`src/logic/i2cer_map.vh`:
```
// Notes on behaviour
// - status reads 0xf8 while interrupt flag clear
// - start or stop inside frame is bus error
// - bus error counts only while taking part
// - bus error: unaddressed slave, release, flag, 0x00
// - error state: stop bit recovers without stop
// - undefined internal state also gives code 0x00
// - foreign repeated start first: release, no interrupt flag
// - after foreign stop send start, code 0x08
// - lost arbitration reported by dedicated code
// - start bit after loss: start when free
// - stop with start pending forces bus access
// - hardware clears stop bit after forced access
// - low data on free bus: extra clocks
// - retry start after every two extra clocks
// - data released: normal start, code 0x08
// - forced access, repeated start recover likewise
`ifndef I2CER_MAP_VH
`define I2CER_MAP_VH

// ----------------------------------------------------------------
// register byte offsets
// ----------------------------------------------------------------
`define I2CER_OFS_CTL_SET 8'h00
`define I2CER_OFS_STATUS 8'h04
`define I2CER_OFS_DATA 8'h08
`define I2CER_OFS_CTL_CLR 8'h18
`define I2CER_OFS_EVT_STAT 8'h20
`define I2CER_OFS_EVT_CLR 8'h24
`define I2CER_OFS_EVT_EN 8'h28

// ----------------------------------------------------------------
// control register bit positions
// ----------------------------------------------------------------
`define I2CER_BIT_ACK 2
`define I2CER_BIT_SI 3
`define I2CER_BIT_STOP 4
`define I2CER_BIT_START 5
`define I2CER_BIT_EN 6

// ----------------------------------------------------------------
// event register bit positions
// ----------------------------------------------------------------
`define I2CER_EV_SI 0
`define I2CER_EV_BUSERR 1
`define I2CER_EV_ARBLOST 2
`define I2CER_EV_RSLOST 3
`define I2CER_EV_W 4

// ----------------------------------------------------------------
// status codes
// ----------------------------------------------------------------
`define I2CER_ST_NOINFO 8'hf8
`define I2CER_ST_BUSERR 8'h00
`define I2CER_ST_START 8'h08
`define I2CER_ST_RSTART 8'h10
`define I2CER_ST_AW_ACK 8'h18
`define I2CER_ST_AW_NAK 8'h20
`define I2CER_ST_D_ACK 8'h28
`define I2CER_ST_D_NAK 8'h30
`define I2CER_ST_ARB_MT 8'h38
`define I2CER_ST_ARB_SW 8'h68
`define I2CER_ST_ARB_GC 8'h78

// ----------------------------------------------------------------
// reset values and timing
// ----------------------------------------------------------------
`define I2CER_RST_DATA 8'h00
`define I2CER_RST_EVT_EN 4'h0
`define I2CER_CLK_NS 50
`define I2CER_QTR_NS 2500
`define I2CER_QTR_CYC (`I2CER_QTR_NS / `I2CER_CLK_NS)

`endif

```
`src/logic/i2cer_sync.v`:
```
`timescale 1ns/100ps
`include "i2cer_map.vh"

// two-stage synchroniser, one lane per bit
module i2cer_sync #(
	parameter W = 2
) (
	// clock and reset
	input wire hclk,
	input wire hresetn,
	// asynchronous in, synchronous out
	input wire [W-1:0] d,
	output wire [W-1:0] q
);

	genvar i;
	generate
		for (i = 0; i < W; i = i + 1) begin : g_lane
			reg meta_r;
			reg sync_r;
			// idle bus level is high, so reset to one
			always @(posedge hclk or negedge hresetn) begin
				if (!hresetn) begin
					meta_r <= 1'b1;
					sync_r <= 1'b1;
				end else begin
					meta_r <= d[i];
					sync_r <= meta_r;
				end
			end
			assign q[i] = sync_r;
		end
	endgenerate

endmodule // i2cer_sync

```
`src/logic/i2cer_tick.v`:
```
`timescale 1ns/100ps
`include "i2cer_map.vh"

// quarter-bit enable pulse; restarts whenever run drops
module i2cer_tick #(
	parameter DIV = `I2CER_QTR_CYC
) (
	// clock and reset
	input wire hclk,
	input wire hresetn,
	// control and pulse
	input wire run,
	output reg tick
);

	reg [15:0] cnt_r;

	// phase restarts at each new bus action
	always @(posedge hclk or negedge hresetn) begin
		if (!hresetn) begin
			cnt_r <= 16'h0000;
			tick <= 1'b0;
		end else if (!run) begin
			cnt_r <= 16'h0000;
			tick <= 1'b0;
		end else if (cnt_r == DIV[15:0] - 16'h0001) begin
			cnt_r <= 16'h0000;
			tick <= 1'b1;
		end else begin
			cnt_r <= cnt_r + 16'h0001;
			tick <= 1'b0;
		end
	end

endmodule // i2cer_tick

```
`src/logic/i2cer_core.v`:
```
// Local design decisions: the AHB-Lite register port and the register offsets.
`timescale 1ns/100ps
`include "i2cer_map.vh"

// byte controller master engine with bus error handling and recovery
module i2cer_core #(
	parameter QTR_CYC = `I2CER_QTR_CYC
) (
	// clock and reset
	input wire hclk,
	input wire hresetn,
	// ahb-lite slave
	input wire hsel,
	input wire [31:0] haddr,
	input wire [1:0] htrans,
	input wire hwrite,
	input wire [2:0] hsize,
	input wire [31:0] hwdata,
	input wire hready,
	output wire hreadyout,
	output wire hresp,
	output reg [31:0] hrdata,
	// interrupt
	output reg irq,
	// i2c pins, open drain
	input wire scl_i,
	output wire scl_o,
	output wire scl_oe_n,
	input wire sda_i,
	output wire sda_o,
	output wire sda_oe_n
);

	// ----------------------------------------------------------------
	// states
	// ----------------------------------------------------------------
	localparam ST_IDLE = 9'h001;
	localparam ST_WAIT = 9'h002;
	localparam ST_START = 9'h004;
	localparam ST_UNST = 9'h008;
	localparam ST_HOLD = 9'h010;
	localparam ST_BYTE = 9'h020;
	localparam ST_STOP = 9'h040;
	localparam ST_RSTA = 9'h080;
	localparam ST_ERR = 9'h100;

	reg [8:0] state_r;
	reg [1:0] q_r;
	reg [3:0] bit_r;
	reg [7:0] code_r;
	reg [7:0] data_r;
	reg ctl_ack_r;
	reg ctl_si_r;
	reg ctl_stop_r;
	reg ctl_start_r;
	reg ctl_en_r;
	reg addr_ph_r;
	reg scl_drv_r;
	reg sda_drv_r;
	reg busy_r;
	reg [`I2CER_EV_W-1:0] ev_pulse_r;
	reg [`I2CER_EV_W-1:0] evt_r;
	reg [`I2CER_EV_W-1:0] ien_r;
	reg wr_pend_r;
	reg [7:0] waddr_r;
	reg scl_p_r;
	reg sda_p_r;

	wire [1:0] pin_s;
	wire scl_s;
	wire sda_s;
	wire tick;
	wire run;
	wire st_det;
	wire sp_det;
	wire addr_ph;
	wire wr_set;
	wire wr_clr;
	wire wr_dat;
	wire wr_evclr;
	wire wr_even;
	wire [7:0] wbyte;

	// ----------------------------------------------------------------
	// pin sampling and bus conditions
	// ----------------------------------------------------------------
	i2cer_sync #(
		.W(2)
	) u_sync (
		.hclk(hclk),
		.hresetn(hresetn),
		.d({scl_i, sda_i}),
		.q(pin_s)
	);

	assign scl_s = pin_s[1];
	assign sda_s = pin_s[0];

	// previous synchronised levels for edge finding
	always @(posedge hclk or negedge hresetn) begin
		if (!hresetn) begin
			scl_p_r <= 1'b1;
			sda_p_r <= 1'b1;
		end else begin
			scl_p_r <= scl_s;
			sda_p_r <= sda_s;
		end
	end

	// start: data falls with clock high; stop: data rises
	assign st_det = scl_s && scl_p_r && sda_p_r && !sda_s;
	assign sp_det = scl_s && scl_p_r && !sda_p_r && sda_s;

	// quarter-bit pacing only in the start, unstick, byte, stop and repeated-start states
	assign run = (state_r == ST_START) || (state_r == ST_UNST) || (state_r == ST_BYTE) ||
		(state_r == ST_STOP) || (state_r == ST_RSTA);

	i2cer_tick #(
		.DIV(QTR_CYC)
	) u_tick (
		.hclk(hclk),
		.hresetn(hresetn),
		.run(run),
		.tick(tick)
	);

	// ----------------------------------------------------------------
	// ahb-lite slave, zero wait states
	// ----------------------------------------------------------------
	assign hreadyout = 1'b1;
	assign hresp = 1'b0;
	assign addr_ph = hsel && htrans[1] && hready;
	assign wbyte = hwdata[7:0];

	// one decode shared by write strobes
	function is_wr;
		input pend;
		input [7:0] a;
		input [7:0] ofs;
		begin
			is_wr = pend && (a == ofs);
		end
	endfunction

	assign wr_set = is_wr(wr_pend_r, waddr_r, `I2CER_OFS_CTL_SET);
	assign wr_clr = is_wr(wr_pend_r, waddr_r, `I2CER_OFS_CTL_CLR);
	assign wr_dat = is_wr(wr_pend_r, waddr_r, `I2CER_OFS_DATA);
	assign wr_evclr = is_wr(wr_pend_r, waddr_r, `I2CER_OFS_EVT_CLR);
	assign wr_even = is_wr(wr_pend_r, waddr_r, `I2CER_OFS_EVT_EN);

	// write address held for the data phase
	always @(posedge hclk or negedge hresetn) begin
		if (!hresetn) begin
			wr_pend_r <= 1'b0;
			waddr_r <= 8'h00;
		end else if (hready) begin
			wr_pend_r <= addr_ph && hwrite;
			waddr_r <= haddr[7:0];
		end
	end

	// read data taken at the address phase; unmapped reads zero
	always @(posedge hclk or negedge hresetn) begin
		if (!hresetn) begin
			hrdata <= 32'h00000000;
		end else if (addr_ph && !hwrite) begin
			case (haddr[7:0])
				`I2CER_OFS_CTL_SET: hrdata <= {25'h0000000, ctl_en_r, ctl_start_r, ctl_stop_r,
					ctl_si_r, ctl_ack_r, 2'b00};
				`I2CER_OFS_STATUS: hrdata <= {24'h000000, ctl_si_r ? code_r : `I2CER_ST_NOINFO};
				`I2CER_OFS_DATA: hrdata <= {24'h000000, data_r};
				`I2CER_OFS_EVT_STAT: hrdata <= {28'h0000000, evt_r};
				`I2CER_OFS_EVT_EN: hrdata <= {28'h0000000, ien_r};
				default: hrdata <= 32'h00000000;
			endcase
		end
	end

	// ----------------------------------------------------------------
	// events and interrupt
	// ----------------------------------------------------------------
	// a new event beats a clear in the same cycle
	always @(posedge hclk or negedge hresetn) begin
		if (!hresetn) begin
			evt_r <= 4'h0;
			ien_r <= `I2CER_RST_EVT_EN;
			irq <= 1'b0;
		end else begin
			evt_r <= (evt_r & ~(wr_evclr ? wbyte[3:0] : 4'h0)) | ev_pulse_r;
			if (wr_even) begin
				ien_r <= wbyte[3:0];
			end
			irq <= |(evt_r & ien_r);
		end
	end

	// ----------------------------------------------------------------
	// engine and control bits
	// ----------------------------------------------------------------
	// software writes first; engine assignments below take priority
	always @(posedge hclk or negedge hresetn) begin
		if (!hresetn) begin
			state_r <= ST_IDLE;
			q_r <= 2'b00;
			bit_r <= 4'h0;
			code_r <= `I2CER_ST_NOINFO;
			data_r <= `I2CER_RST_DATA;
			ctl_ack_r <= 1'b0;
			ctl_si_r <= 1'b0;
			ctl_stop_r <= 1'b0;
			ctl_start_r <= 1'b0;
			ctl_en_r <= 1'b0;
			addr_ph_r <= 1'b0;
			scl_drv_r <= 1'b0;
			sda_drv_r <= 1'b0;
			busy_r <= 1'b0;
			ev_pulse_r <= 4'h0;
		end else begin
			ev_pulse_r <= 4'h0;
			if (wr_set) begin
				ctl_ack_r <= ctl_ack_r | wbyte[`I2CER_BIT_ACK];
				ctl_si_r <= ctl_si_r | wbyte[`I2CER_BIT_SI];
				ctl_stop_r <= ctl_stop_r | wbyte[`I2CER_BIT_STOP];
				ctl_start_r <= ctl_start_r | wbyte[`I2CER_BIT_START];
				ctl_en_r <= ctl_en_r | wbyte[`I2CER_BIT_EN];
			end
			// stop bit has no clear; only hardware drops it
			if (wr_clr) begin
				ctl_ack_r <= ctl_ack_r & ~wbyte[`I2CER_BIT_ACK];
				ctl_si_r <= ctl_si_r & ~wbyte[`I2CER_BIT_SI];
				ctl_start_r <= ctl_start_r & ~wbyte[`I2CER_BIT_START];
				ctl_en_r <= ctl_en_r & ~wbyte[`I2CER_BIT_EN];
			end
			if (wr_dat) begin
				data_r <= wbyte;
			end
			// bus ownership follows conditions seen on the wires
			if (sp_det) begin
				busy_r <= 1'b0;
			end else if (st_det) begin
				busy_r <= 1'b1;
			end

			if (!ctl_en_r) begin
				state_r <= ST_IDLE;
				scl_drv_r <= 1'b0;
				sda_drv_r <= 1'b0;
			end else if ((state_r == ST_BYTE) && (st_det || sp_det)) begin
				// only a frame we take part in is aborted
				state_r <= ST_ERR;
				scl_drv_r <= 1'b0;
				sda_drv_r <= 1'b0;
				code_r <= `I2CER_ST_BUSERR;
				ctl_si_r <= 1'b1;
				ev_pulse_r[`I2CER_EV_BUSERR] <= 1'b1;
				ev_pulse_r[`I2CER_EV_SI] <= 1'b1;
			end else begin
				case (state_r)
					ST_IDLE: begin
						// unaddressed slave, bus released
						scl_drv_r <= 1'b0;
						sda_drv_r <= 1'b0;
						if (ctl_stop_r && !ctl_start_r && !ctl_si_r) begin
							ctl_stop_r <= 1'b0;
						end else if (ctl_start_r && !ctl_si_r) begin
							state_r <= ST_WAIT;
						end
					end
					ST_WAIT: begin
						if (ctl_start_r && ctl_stop_r) begin
							// forced access: act as if stop was seen, drive none
							ctl_stop_r <= 1'b0;
							busy_r <= 1'b0;
							q_r <= 2'b00;
							state_r <= ST_START;
						end else if (!busy_r) begin
							q_r <= 2'b00;
							state_r <= ST_START;
						end
					end
					ST_START: begin
						if (tick) begin
							case (q_r)
								2'b00: begin
									// a held clock stalls here; only its holder can free it
									if (scl_s && !sda_s) begin
										bit_r <= 4'h0;
										state_r <= ST_UNST;
									end else if (scl_s) begin
										sda_drv_r <= 1'b1;
										q_r <= 2'b01;
									end
								end
								2'b01: begin
									q_r <= 2'b10;
								end
								default: begin
									scl_drv_r <= 1'b1;
									code_r <= `I2CER_ST_START;
									ctl_si_r <= 1'b1;
									addr_ph_r <= 1'b1;
									ev_pulse_r[`I2CER_EV_SI] <= 1'b1;
									state_r <= ST_HOLD;
								end
							endcase
						end
					end
					ST_UNST: begin
						// low for two quarters, high for two, twice over
						if (tick) begin
							q_r <= q_r + 2'b01;
							if (q_r == 2'b00) begin
								scl_drv_r <= 1'b1;
							end else if (q_r == 2'b10) begin
								scl_drv_r <= 1'b0;
							end else if (q_r == 2'b11) begin
								bit_r <= bit_r + 4'h1;
								if (bit_r == 4'h1) begin
									state_r <= ST_START;
								end
							end
						end
					end
					ST_HOLD: begin
						// clock held low until the flag is cleared
						scl_drv_r <= 1'b1;
						q_r <= 2'b00;
						bit_r <= 4'h0;
						if (!ctl_si_r) begin
							if (ctl_stop_r) begin
								state_r <= ST_STOP;
							end else if (ctl_start_r) begin
								state_r <= ST_RSTA;
							end else begin
								state_r <= ST_BYTE;
							end
						end
					end
					ST_BYTE: begin
						if (tick) begin
							case (q_r)
								2'b00: begin
									sda_drv_r <= (bit_r != 4'h8) && !data_r[7];
									q_r <= 2'b01;
								end
								2'b01: begin
									scl_drv_r <= 1'b0;
									q_r <= 2'b10;
								end
								2'b10: begin
									// stretched clock holds the sample point
									if (scl_s && (bit_r != 4'h8) && !sda_drv_r && !sda_s) begin
										scl_drv_r <= 1'b0;
										sda_drv_r <= 1'b0;
										code_r <= `I2CER_ST_ARB_MT;
										ctl_si_r <= 1'b1;
										ev_pulse_r[`I2CER_EV_ARBLOST] <= 1'b1;
										ev_pulse_r[`I2CER_EV_SI] <= 1'b1;
										state_r <= ST_IDLE;
									end else if (scl_s) begin
										if (bit_r != 4'h8) begin
											data_r <= {data_r[6:0], sda_s};
										end
										q_r <= 2'b11;
									end
								end
								default: begin
									scl_drv_r <= 1'b1;
									q_r <= 2'b00;
									if (bit_r == 4'h8) begin
										sda_drv_r <= 1'b0;
										addr_ph_r <= 1'b0;
										if (addr_ph_r) begin
											code_r <= sda_s ? `I2CER_ST_AW_NAK : `I2CER_ST_AW_ACK;
										end else begin
											code_r <= sda_s ? `I2CER_ST_D_NAK : `I2CER_ST_D_ACK;
										end
										ctl_si_r <= 1'b1;
										ev_pulse_r[`I2CER_EV_SI] <= 1'b1;
										state_r <= ST_HOLD;
									end else begin
										bit_r <= bit_r + 4'h1;
									end
								end
							endcase
						end
					end
					ST_STOP: begin
						if (tick) begin
							case (q_r)
								2'b00: begin
									sda_drv_r <= 1'b1;
									q_r <= 2'b01;
								end
								2'b01: begin
									scl_drv_r <= 1'b0;
									q_r <= 2'b10;
								end
								default: begin
									if (scl_s) begin
										sda_drv_r <= 1'b0;
										ctl_stop_r <= 1'b0;
										state_r <= ST_IDLE;
									end
								end
							endcase
						end
					end
					ST_RSTA: begin
						if (st_det && !sda_drv_r) begin
							// another master's repeated start came first
							scl_drv_r <= 1'b0;
							sda_drv_r <= 1'b0;
							ev_pulse_r[`I2CER_EV_RSLOST] <= 1'b1;
							state_r <= ST_WAIT;
						end else if (tick) begin
							case (q_r)
								2'b00: begin
									sda_drv_r <= 1'b0;
									q_r <= 2'b01;
								end
								2'b01: begin
									scl_drv_r <= 1'b0;
									q_r <= 2'b10;
								end
								2'b10: begin
									if (scl_s && !sda_s) begin
										bit_r <= 4'h0;
										q_r <= 2'b00;
										state_r <= ST_UNST;
									end else if (scl_s) begin
										sda_drv_r <= 1'b1;
										q_r <= 2'b11;
									end
								end
								default: begin
									scl_drv_r <= 1'b1;
									code_r <= `I2CER_ST_RSTART;
									ctl_si_r <= 1'b1;
									addr_ph_r <= 1'b1;
									ev_pulse_r[`I2CER_EV_SI] <= 1'b1;
									state_r <= ST_HOLD;
								end
							endcase
						end
					end
					ST_ERR: begin
						// lines stay released; no stop is driven on exit
						scl_drv_r <= 1'b0;
						sda_drv_r <= 1'b0;
						if (ctl_stop_r && !ctl_si_r) begin
							ctl_stop_r <= 1'b0;
							state_r <= ST_IDLE;
						end
					end
					default: begin
						// corrupted state word recovers through the error code
						scl_drv_r <= 1'b0;
						sda_drv_r <= 1'b0;
						code_r <= `I2CER_ST_BUSERR;
						ctl_si_r <= 1'b1;
						ev_pulse_r[`I2CER_EV_BUSERR] <= 1'b1;
						ev_pulse_r[`I2CER_EV_SI] <= 1'b1;
						state_r <= ST_ERR;
					end
				endcase
			end
		end
	end

	// ----------------------------------------------------------------
	// open-drain pins
	// ----------------------------------------------------------------
	assign scl_o = 1'b0;
	assign sda_o = 1'b0;
	assign scl_oe_n = !scl_drv_r;
	assign sda_oe_n = !sda_drv_r;

endmodule // i2cer_core

```
`config.mk`:
```
export PLATFORM = sky130hd
export DESIGN_NAME = i2cer_core
export DESIGN_NICKNAME = d
export VERILOG_FILES = /design/src/logic/i2cer_sync.v /design/src/logic/i2cer_tick.v /design/src/logic/i2cer_core.v
export VERILOG_INCLUDE_DIRS = /design/src /design/src/logic
export SDC_FILE = /design/constraint.sdc
export NUM_CORES = 1
export LEC_CHECK = 0
export ABC_AREA = 1
export BUFFER_PORTS_ARGS = -buffer_cell sky130_fd_sc_hd__buf_2
export CAP_MARGIN = 0
export CORE_UTILIZATION = 51
export DETAILED_ROUTE_END_ITERATION = 16
export PLACE_DENSITY = 0.87
export SLEW_MARGIN = 20
export SYNTH_ARGS = -nofsm -noshare
export SYNTH_HDL_FRONTEND = slang
export SYNTH_HIERARCHICAL = 1
export SYNTH_SLANG_ARGS = --single-unit
```
`constraint.sdc`:
```
create_clock -name hclk -period 2.1 [get_ports hclk]
set_clock_uncertainty 0.2 [all_clocks]
set_input_delay 0.42 -clock hclk [delete_from_list [all_inputs] [get_ports hclk]]
set_output_delay 0.42 -clock hclk [all_outputs]
set_load 0.02 [all_outputs]
```
==> impl_metrics.yaml, run 1 <==
critical_path:
  crit_arrival_ns: 2.27
  slowest_stage: "dfrtp_1"
  r2r_slack_ns: -0.13
  cp-end-kind: "flop"
  start_kind: "flop"
  path_cells: "nor2_4 > nand2_4 > buf_12 > nor2_8 > buf_6 > nand3_2 > nand4_1 > nor2_4 > nand3_4 > buf_6 > nand2_2 > nand2_1 > inv_1"
  crit_required_ns: 2.14
  cp_max_fo: 6
  max_stage_delay_ns: 0.41
  path_class: "reg2reg"
  r2r_cells: 13
cells_and_area:
  drive_above_1_share_pct: 38.7
  area_growth_pct: 37.1
  nets: 1127
  fin_cells: 1189
  nFillCells: 808
  diodes: 0
power:
  irDropWorstVdd_v: 0.000479
  p_leak_nw: 4.17
  p_per_area_nw_per_um2: 845
  total_power_w: 0.00721
global_routing:
  grt_pass1_vias: 6429
  met2_usage_pct: 52.9
  antenna_found_initial: 0
  grt_max_degree: 33
  grt_pass1_wl_um: 32800
  track_usage_pct: 33.3
  met1_usage_pct: 44.2
  overflow: 0
  met3_usage_pct: 5.40
  grt.busiest_layer: "met2"
logic_synthesis:
  synth_top_area_share_pct: 31.4
  yosysMostFrequentCell: "nand2_1"
  synth_cell_types: 54
  ys_seq_elements: 89
  synth_flop_cell: "dfrtp_1"
  syn_inst: 851
  ys_warn_count: 6
  synthTopCellsByArea: "dfrtp_1, nand2_1, nand3_1"
  synth_top_cells_by_count: "nand2_1, nor2_1, inv_1"
  avgSynthCellArea_um2: 7.31
  seq_area_frac_synth_pct: 36.0
  netlist.top_cell.by_area: "dfrtp_1"
  synthArstFlopShare_pct: 100
  synth_edf_count: 0
  netlist_area_um2: 6220
run_status:
  outcome: "complete, but fails checks"
  violations: "setup timing"
floorplan:
  row_count: 39
  ios: 115
  die_w_um: 112
  initial_core_util_pct: 53.3
  dieArea_um2: 12600
  die_h_um: 112
  core_um2: 11700
detailed_routing:
  drtPass1Iterations: 7
  route.vias.total: 6915
  ant_nets: 0
  dr.first_iter.drc_count: 798
  routed_wl_um: 20700
  drcViolationCount: 0
  vias_per_cell: 5.82
  post_drt_wl_per_cell_um: 17.4
cts:
  cts_tree: "yes"
  cts_max_level: 3
  root_buffer: "clkbuf_16"
  clk_path_buf_depth: 2
  insertion_delay_ns: 0.36
  cts-buffers-inserted: 9
  cts.sinks: 89
  clk_pin_slew_ns: 0.07
placement:
  dp_hpwl_um: 14600
  post-place-cells: 1146
  gp_congestion: 1.08
  portBuffers: 34
timing:
  slew_violations: 0
  max_freq_ghz: 0.449
  finalSetupViolCount: 32
  grt_setup_unrepaired: "true"
  hold_viol_final: 0
  setup_slack_ns: -0.126
  finalCriticalPeriod_ns: 2.23
  finalCritPeriodShare_pct: 106
worst_hold_path:
  hold_depth: 3
  hold_class: "in2reg"
job:
  drv_cap: 0
state kept, by name, summed over array words and instances, names as in the netlist, 2 cells and up, named ones only:
signal and flops:
u_tick/cnt_r 16, state_r 9, data_r 8, hrdata 8, waddr_r 8, bit_r 4, code_r 4, ev_pulse_r 4
evt_r 4, ien_r 4, q_r 2, u_sync/g_lane.meta_r 2, u_sync/g_lane.sync_r 2
layout make-up:
type | count | area, µm² | share of cell area [%]
clock buffers | 9 | 225 | 2.64
clock inverters | 7 | 68.8 | 0.807
inverters | 101 | 398 | 4.67
multi-input cells | 643 | 3900 | 45.7
flip-flops and latches | 89 | 2240 | 26.3
well taps | 143 | 179 | 2.10
repair buffers | 196 | 1500 | 17.6
repair inverters | 1 | 7.51 | 0.0881
per-layer routing:
metal | share of wire, % | wire length [µm]
met3 | 10 | 2140
met1 | 39 | 8190
met4 | 4.4 | 922
met5 | 0 | 0
met2 | 46 | 9490
power breakdown:
| part | internal (W) | leakage (nW) | total [W] | switching (W) |
|---|---|---|---|---|
| clock network | 0.000835 | 0.138 | 0.00165 | 0.000814 |
| logic | 0.00142 | 2.96 | 0.00351 | 0.00209 |
| registers | 0.00190 | 1.07 | 0.00205 | 0.000153 |
| total | 0.00415 | 4.17 | 0.00721 | 0.00306 |
critical path: cells and delay by family (launching register included):
family        cells  cell delay, ns
flops             1            0.41
buf+inv           4            0.48
simple gates      9            1.02
cell usage in the layout, fill, tap and decap left out, types with 4 or more instances in the layout:
cell	instances
nor3_4	5
buf_12	4
nand3_2	20
a21oi_1	15
nand3_1	58
nand2_2	30
inv_1	76
nor2_4	15
o21ai_1	16
nor3_2	7
clkbuf_16	9
ha_1	7
mux2_2	8
o21ai_0	35
conb_1	28
nor3_1	12
buf_4	141
buf_2	33
nand2_1	171
nor2_2	17
mux2_4	8
dfrtp_1	75
buf_6	15
dfstp_2	11
nand2_4	13
o21ai_2	11
nor2_1	80
xor2_1	5
inv_2	18
nand3_4	8
o22ai_1	10
clkinvlp_4	5
o21bai_1	5
nand4_1	27
metrics by stage:
| step | hold slack (ns) | utilization (%) | worst slack [ns] | instance area [µm²] | setup TNS [ns] |
|---|---|---|---|---|---|
| 2_1_floorplan | -0.0756 | - | 0.00145 | 6320 | 0 |
| 3_5_place_dp | 0.147 | 63.7 | -0.155 | 7430 | -3.57 |
| 3_3_place_gp | 0.146 | 63.7 | -0.145 | 7430 | -3.25 |
| 4_1_cts | 0.0832 | 70.4 | -0.0626 | 8210 | -0.935 |
| 6_report | 0.0920 | 73.1 | -0.126 | 8520 | -2.64 |
| 5_1_grt | 0.103 | 73.1 | -0.217 | 8520 | -5.26 |
worst paths after layout:
path / from / endpoint
max: state_r[1] / state_r[5]
min: haddr[5] / waddr_r[5]
max reg2reg: state_r[1] / state_r[5]
min reg2reg: u_sync/g_lane[0].meta_r / u_sync/g_lane[0].sync_r
max in group asynchronous: hresetn / state_r[0]
min in group asynchronous: hresetn / sda_drv_r
cell families after synthesis:
| logic type | synth area share, % |
|---|---|
| other cells | 0.121 |
| xor+xnor | 0.986 |
| flops | 36.0 |
| buf+inv | 11.0 |
| simple gates | 36.9 |
| compound gates | 10.0 |
| fa+ha+maj | 2.01 |
| mux | 2.90 |
repair_timing:
action | in CTS | in global routing
cloned | 1 | 0
setup endpoints to repair | 43 | 49
gates resized for setup | 101 | 68
hold endpoints to repair | 26 | 0
setup buffers | 14 | 9
hold buffers | 3 | 0
pin swaps | 39 | 30
No activity file was read; power rests on OpenSTA's default activity.
==> run 2, diff against run 1 <==
--- a/config.mk
+++ b/config.mk
@@ -9,6 +9,8 @@
 export ABC_AREA = 1
 export BUFFER_PORTS_ARGS = -buffer_cell sky130_fd_sc_hd__buf_2
 export CAP_MARGIN = 0
+export CORE_ASPECT_RATIO = 0.75
+export CORE_MARGIN = 8
 export CORE_UTILIZATION = 51
 export DETAILED_ROUTE_END_ITERATION = 16
 export PLACE_DENSITY = 0.87
==> run 2 against run 1 <==
Against the previous run: the run still ends with setup timing left; combinational power grew 7.4%; die area grew 27%; flip-flop and latch count is the same; clock-buffer cell count grew 1; wire length grew 6.6%; final cell count grew 1.6%; critical path type unchanged; critical endpoint is now state_r[6].
==> impl_metrics.yaml, run 2 (synthesis gave the netlist of run 1 again) <==
floorplan:
  die_w_um: 143
  initial_core_util_pct: 51.4
  core_um2: 12100
  dieArea_um2: 16000
  die_h_um: 112
  row_count: 35
  ios: 115
timing:
  max_freq_ghz: 0.442
  finalCriticalPeriod_ns: 2.26
  finalCritPeriodShare_pct: 108
  worst_pin_slew_ns: 0.608
  finalSetupViolCount: 41
  setup-tns-final_ns: -4.07
  grt_setup_unrepaired: "true"
  setup_slack_ns: -0.161
  slew_violations: 0
  hold_viol_final: 0
  relSlewSlack_pct: 59.3
placement:
  place_area_um2: 7520
  dp_worst_setup_slack_ns: -0.236
  post-place-cells: 1169
  dp_hpwl_um: 15700
  gp_congestion: 1.05
  portBuffers: 34
critical_path:
  cp-end-kind: "flop"
  max_stage_delay_ns: 0.56
  crit_arrival_ns: 2.31
  cp_max_fo: 6
  start_kind: "flop"
  path_cells: "nor2_4 > nand2_4 > buf_12 > clkinv_8 > buf_12 > nand4_1 > nand3_1 > nand2_1 > nand2_2 > buf_4 > nor2_4 > nand3_1 > nand2_1 > inv_1"
  crit_required_ns: 2.15
  path_class: "reg2reg"
  slowest_stage: "dfstp_2"
cts:
  cts.sinks: 89
  cts_max_level: 3
  cts-buffers-inserted: 9
  insertion_delay_ns: 0.35
  clk_path_buf_depth: 2
  clk_pin_slew_ns: 0.07
  cts_tree: "yes"
  root_buffer: "clkbuf_16"
run_status:
  outcome: "complete, but fails checks"
  violations: "setup timing"
detailed_routing:
  drtPass1Iterations: 6
  dr.first_iter.drc_count: 884
  ant_nets: 0
  vias_per_cell: 5.75
  drcViolationCount: 0
  route.vias.total: 6941
  routed_wl_um: 22100
  post_drt_wl_per_cell_um: 18.3
power:
  power.internal_w: 0.00436
  pwr-share-comb_pct: 50.6
  seqPwrFrac_pct: 27.5
  p_leak_nw: 4.16
  switching_power_w: 0.00309
  p_per_area_nw_per_um2: 879
  p_clk_share_pct: 21.9
  irDropWorstVdd_v: 0.000510
  swShare_pct: 41.5
cells_and_area:
  top_regs: "u_tick/cnt_r x16, state_r x9"
  top_register: "u_tick/cnt_r"
  area_growth_pct: 36.4
  layout_common_cells: "nand2_1, buf_4, inv_1"
  diodes: 0
  drive_above_1_share_pct: 36.2
  nets: 1123
  layout_commonest_cell: "nand2_1"
  fin_cells: 1208
  largest_reg_flops: 16
  final_area_um2: 8480
global_routing:
  grt_pass1_wl_um: 34500
  grt_max_degree: 41
  overflow: 0
  grt_pass1_vias: 6674
  track_usage_pct: 27.4
  antenna_found_initial: 0
job:
  drv_cap: 0
worst_hold_path:
  hold_class: "in2reg"
## run 2: timing repair
item	in CTS	in global routing
cloned	0	1
hold buffers	3	0
resized for setup	88	41
pin swaps	32	21
buffers inserted	17	5
hold endpoints to repair	21	0
endpoints found under the setup margin	48	52
## run 2: per-layer routing
| layer | wire (µm) | track usage, % | part of all wire, % | vias up |
|---|---|---|---|---|
| met4 | 728 | 7.76 | 3.3 | 0 |
| met2 | 9880 | 41.9 | 45 | 544 |
| met5 | 0 | 0 | 0 | - |
| met1 | 8620 | 37.3 | 39 | 3192 |
| met3 | 2900 | 7.10 | 13 | 94 |
| li1 | - | - | - | 3111 |
## run 2: final cells by class
cell class	instances	area [µm²]
multi-input cells	643	3770
fillers	940	3600
flip-flops and latches	89	2250
repair buffers	193	1560
inverters	101	399
clock buffers	10	239
well taps	166	208
clock inverters	6	58.8
## run 2: path summary, 6_finish.rpt
kind                            slack (ns)  cells past startpoint                       to                     from
worst max-delay path                 -0.16                     14               state_r[6]               state_r[0]
worst max register to register       -0.16                     14               state_r[6]               state_r[0]
worst min-delay path                  0.08                      2                     flop                hwdata[6]
worst min register to register        0.15                      0  u_sync/g_lane[0].sync_r  u_sync/g_lane[0].meta_r
min in group asynchronous             0.32                      2               state_r[6]                  hresetn
max in group asynchronous             0.79                      3  u_sync/g_lane[1].sync_r                  hresetn
## run 2: through the flow
step,total power [W],util [%],hold slack [ns]
floorplan,0.00370,-,-0.0756
global placement,0.00492,62.2,0.146
detailed placement,0.00498,62.2,0.147
CTS,0.00696,68.6,0.0766
global route,0.00779,70.2,0.0816
finish,0.00746,70.2,0.0816
## run 2: power groups by stage
stage                     Combinational [W]  Clock (W)  Sequential (W)
after floorplan                     0.00166          0         0.00205
after global placement              0.00286          0         0.00206
after detailed placement            0.00291          0         0.00207
after CTS                           0.00326    0.00166         0.00204
after global routing                0.00402    0.00170         0.00207
final                               0.00377    0.00163         0.00205
## run 2: critical path: cells and delay by family, from the launching register on
family                 cells  cell delay (ns)
buffers and inverters      5             0.49
flip-flops                 1             0.56
AND/OR/NAND/NOR            9             0.89
==> run 3, diff against run 2 <==
--- a/config.mk
+++ b/config.mk
@@ -11,9 +11,10 @@
 export CAP_MARGIN = 0
 export CORE_ASPECT_RATIO = 0.75
 export CORE_MARGIN = 8
-export CORE_UTILIZATION = 51
+export CORE_UTILIZATION = 57
 export DETAILED_ROUTE_END_ITERATION = 16
-export PLACE_DENSITY = 0.87
+export PLACE_DENSITY = 0.92
+export REMOVE_ABC_BUFFERS = 1
 export SLEW_MARGIN = 20
 export SYNTH_ARGS = -nofsm -noshare
 export SYNTH_HDL_FRONTEND = slang
==> constraint.sdc (replaced) <==
create_clock -name hclk -period 2.5 [get_ports hclk]
set_clock_uncertainty 0.2 [all_clocks]
set_input_delay 0.5 -clock hclk [delete_from_list [all_inputs] [get_ports hclk]]
set_output_delay 0.5 -clock hclk [all_outputs]
set_load 0.02 [all_outputs]
==> run 3 against run 2 <==
Against the previous run: the run now ends clean; wire length is 19% lower; clock-buffer cell count stayed put; total power decreased by 32%; global-route usage decreased by 2.1 points; register-to-register slack improved by 0.27 ns; clock power fell by 18%; flip-flop and latch count is the same; critical path depth fell by 5; core utilization fell by 5.2 points; combinational power decreased by 47%; die area fell by 9.2%; largest power group unchanged.
==> impl_metrics.yaml, run 3 (synthesis gave the netlist of run 1 again) <==
timing:
  max_freq_ghz: 0.419
  worst_pin_slew_ns: 0.771
  finalCritPeriodShare_pct: 95.5
  setup-tns-final_ns: 0
  slew_violations: 0
  grt_setup_unrepaired: "false"
  timing.hold.ws_ns: 0.0514
  hold_viol_final: 0
  finalCriticalPeriod_ns: 2.39
  finalSetupViolCount: 0
  relSlewSlack_pct: 48.2
global_routing:
  grt_pass1_wl_um: 29100
  grt_max_degree: 36
  grt_pass1_vias: 5724
  track_usage_pct: 25.2
  overflow: 0
  antenna_found_initial: 0
critical_path:
  cp-end-kind: "flop"
  critPathTopFamily: "simple AND/OR/NAND/NOR gates"
  slowest_stage: "dfstp_2"
  crit_cells: 9
  path_common_cell: "nand2_1"
  max_stage_delay_ns: 0.60
  critical_path_buf_inv_count: 1
  start_kind: "flop"
  crit_arrival_ns: 2.47
  path_class: "reg2reg"
  path_cells: "nor2_4 > nand2_4 > nor2_8 > nand3_1 > buf_4 > nand2_1 > nor3_1 > nand4_1 > nand2_1"
  crit_required_ns: 2.59
  r2r_cells: 9
  cp_max_fo: 10
floorplan:
  ios: 115
  core_um2: 10800
  row_count: 33
  dieArea_um2: 14500
  die_h_um: 106
  initial_core_util_pct: 57.7
  die_w_um: 137
cells_and_area:
  final_area_um2: 7000
  area_growth_pct: 12.7
  layout_common_cells: "nand2_1, nor2_1, inv_1"
  nets: 1003
  largest_reg_flops: 16
  diodes: 0
  layout_commonest_cell: "nand2_1"
  top_register: "u_tick/cnt_r"
  drive_above_1_share_pct: 20.5
  top_regs: "u_tick/cnt_r x16, state_r x9"
power:
  p_per_area_nw_per_um2: 724
  p_leak_nw: 3.44
  irDropWorstVdd_v: 0.000428
detailed_routing:
  post_drt_wl_per_cell_um: 16.9
  wl_met2_um: 7510
  wl_met3_um: 2310
  m1WireLength_um: 7640
  ant_nets: 0
  dr.first_iter.drc_count: 651
  drcViolationCount: 0
  routed.top_layer: "met4"
  route.vias.total: 6099
  vias_per_cell: 5.74
  drtPass1Iterations: 7
  routed_wl_um: 18000
cts:
  cts_max_level: 3
  insertion_delay_ns: 0.35
  clk_pin_slew_ns: 0.07
  cts.sinks: 89
  cts_tree: "yes"
  cts-buffers-inserted: 9
  root_buffer: "clkbuf_16"
  clk_path_buf_depth: 2
placement:
  portBuffers: 34
  gp_congestion: 1.07
  dp_hpwl_um: 13800
  place_area_um2: 6670
worst_hold_path:
  hold_class: "in2reg"
  hold_depth: 1
job:
  drv_cap: 0
run_status:
  outcome: "finished, final reports clean"
run 3: changes by cell type in the layout (fill, tap and decap cells not counted), moves of 12 or more:
cell,delta
buf_4,-98
nand2_1,+22
nand2_2,-19
nor2_1,+14
buf_6,-12
o21ai_0,+12
run 3: metrics by stage:
step / util, % / total power, W / setup WS [ns] / cells
6_report: 65.0 / 0.00507 / 0.114 / 1062
5_1_grt: 65.0 / 0.00534 / 0.00815 / 1062
4_1_cts: 64.7 / 0.00503 / 0.0825 / 1061
3_5_place_dp: 61.9 / 0.00368 / 0.102 / 1044
3_3_place_gp: 61.9 / 0.00364 / 0.155 / 1044
2_1_floorplan: - / 0.00300 / 0.229 / 833
run 3: per-layer routing:
layer	vias up	track usage (%)
met1	2794	34.8
li1	2876	-
met5	-	0
met2	366	36.5
met4	0	9.23
met3	63	7.54
run 3: power by group:
group	total [W]	switching [W]	internal, W	leakage, nW
registers	0.00173	0.000144	0.00159	1.07
clock network	0.00134	0.000622	0.000723	0.140
logic	0.00199	0.00134	0.000653	2.23
total	0.00507	0.00211	0.00296	3.44
run 3: path summary, 6_finish.rpt:
kind / from / endpoint / slack [ns]
max: state_r[0] / q_r[1] / 0.11
min: sda_i / u_sync/g_lane[0].meta_r / 0.05
max reg2reg: state_r[0] / q_r[1] / 0.11
min reg2reg: u_sync/g_lane[1].meta_r / u_sync/g_lane[1].sync_r / 0.16
max in group asynchronous: hresetn / u_sync/g_lane[1].sync_r / 0.94
min in group asynchronous: hresetn / waddr_r[3] / 0.45
run 3: timing repair:
item	CTS	global route
endpoints found under the setup margin	0	13
resized for setup	0	4
hold endpoints to repair	33	0
setup buffers	0	1
hold buffers	1	0
run 3: layout make-up:
| class | count | area (µm²) |
|---|---|---|
| timing repair buffer | 73 | 505 |
| multi-input combinational | 643 | 3400 |
| inverter | 101 | 385 |
| clock inverter | 6 | 55.1 |
| tap | 140 | 175 |
| clock buffer | 10 | 239 |
| sequential | 89 | 2240 |
| fill | 923 | 3770 |
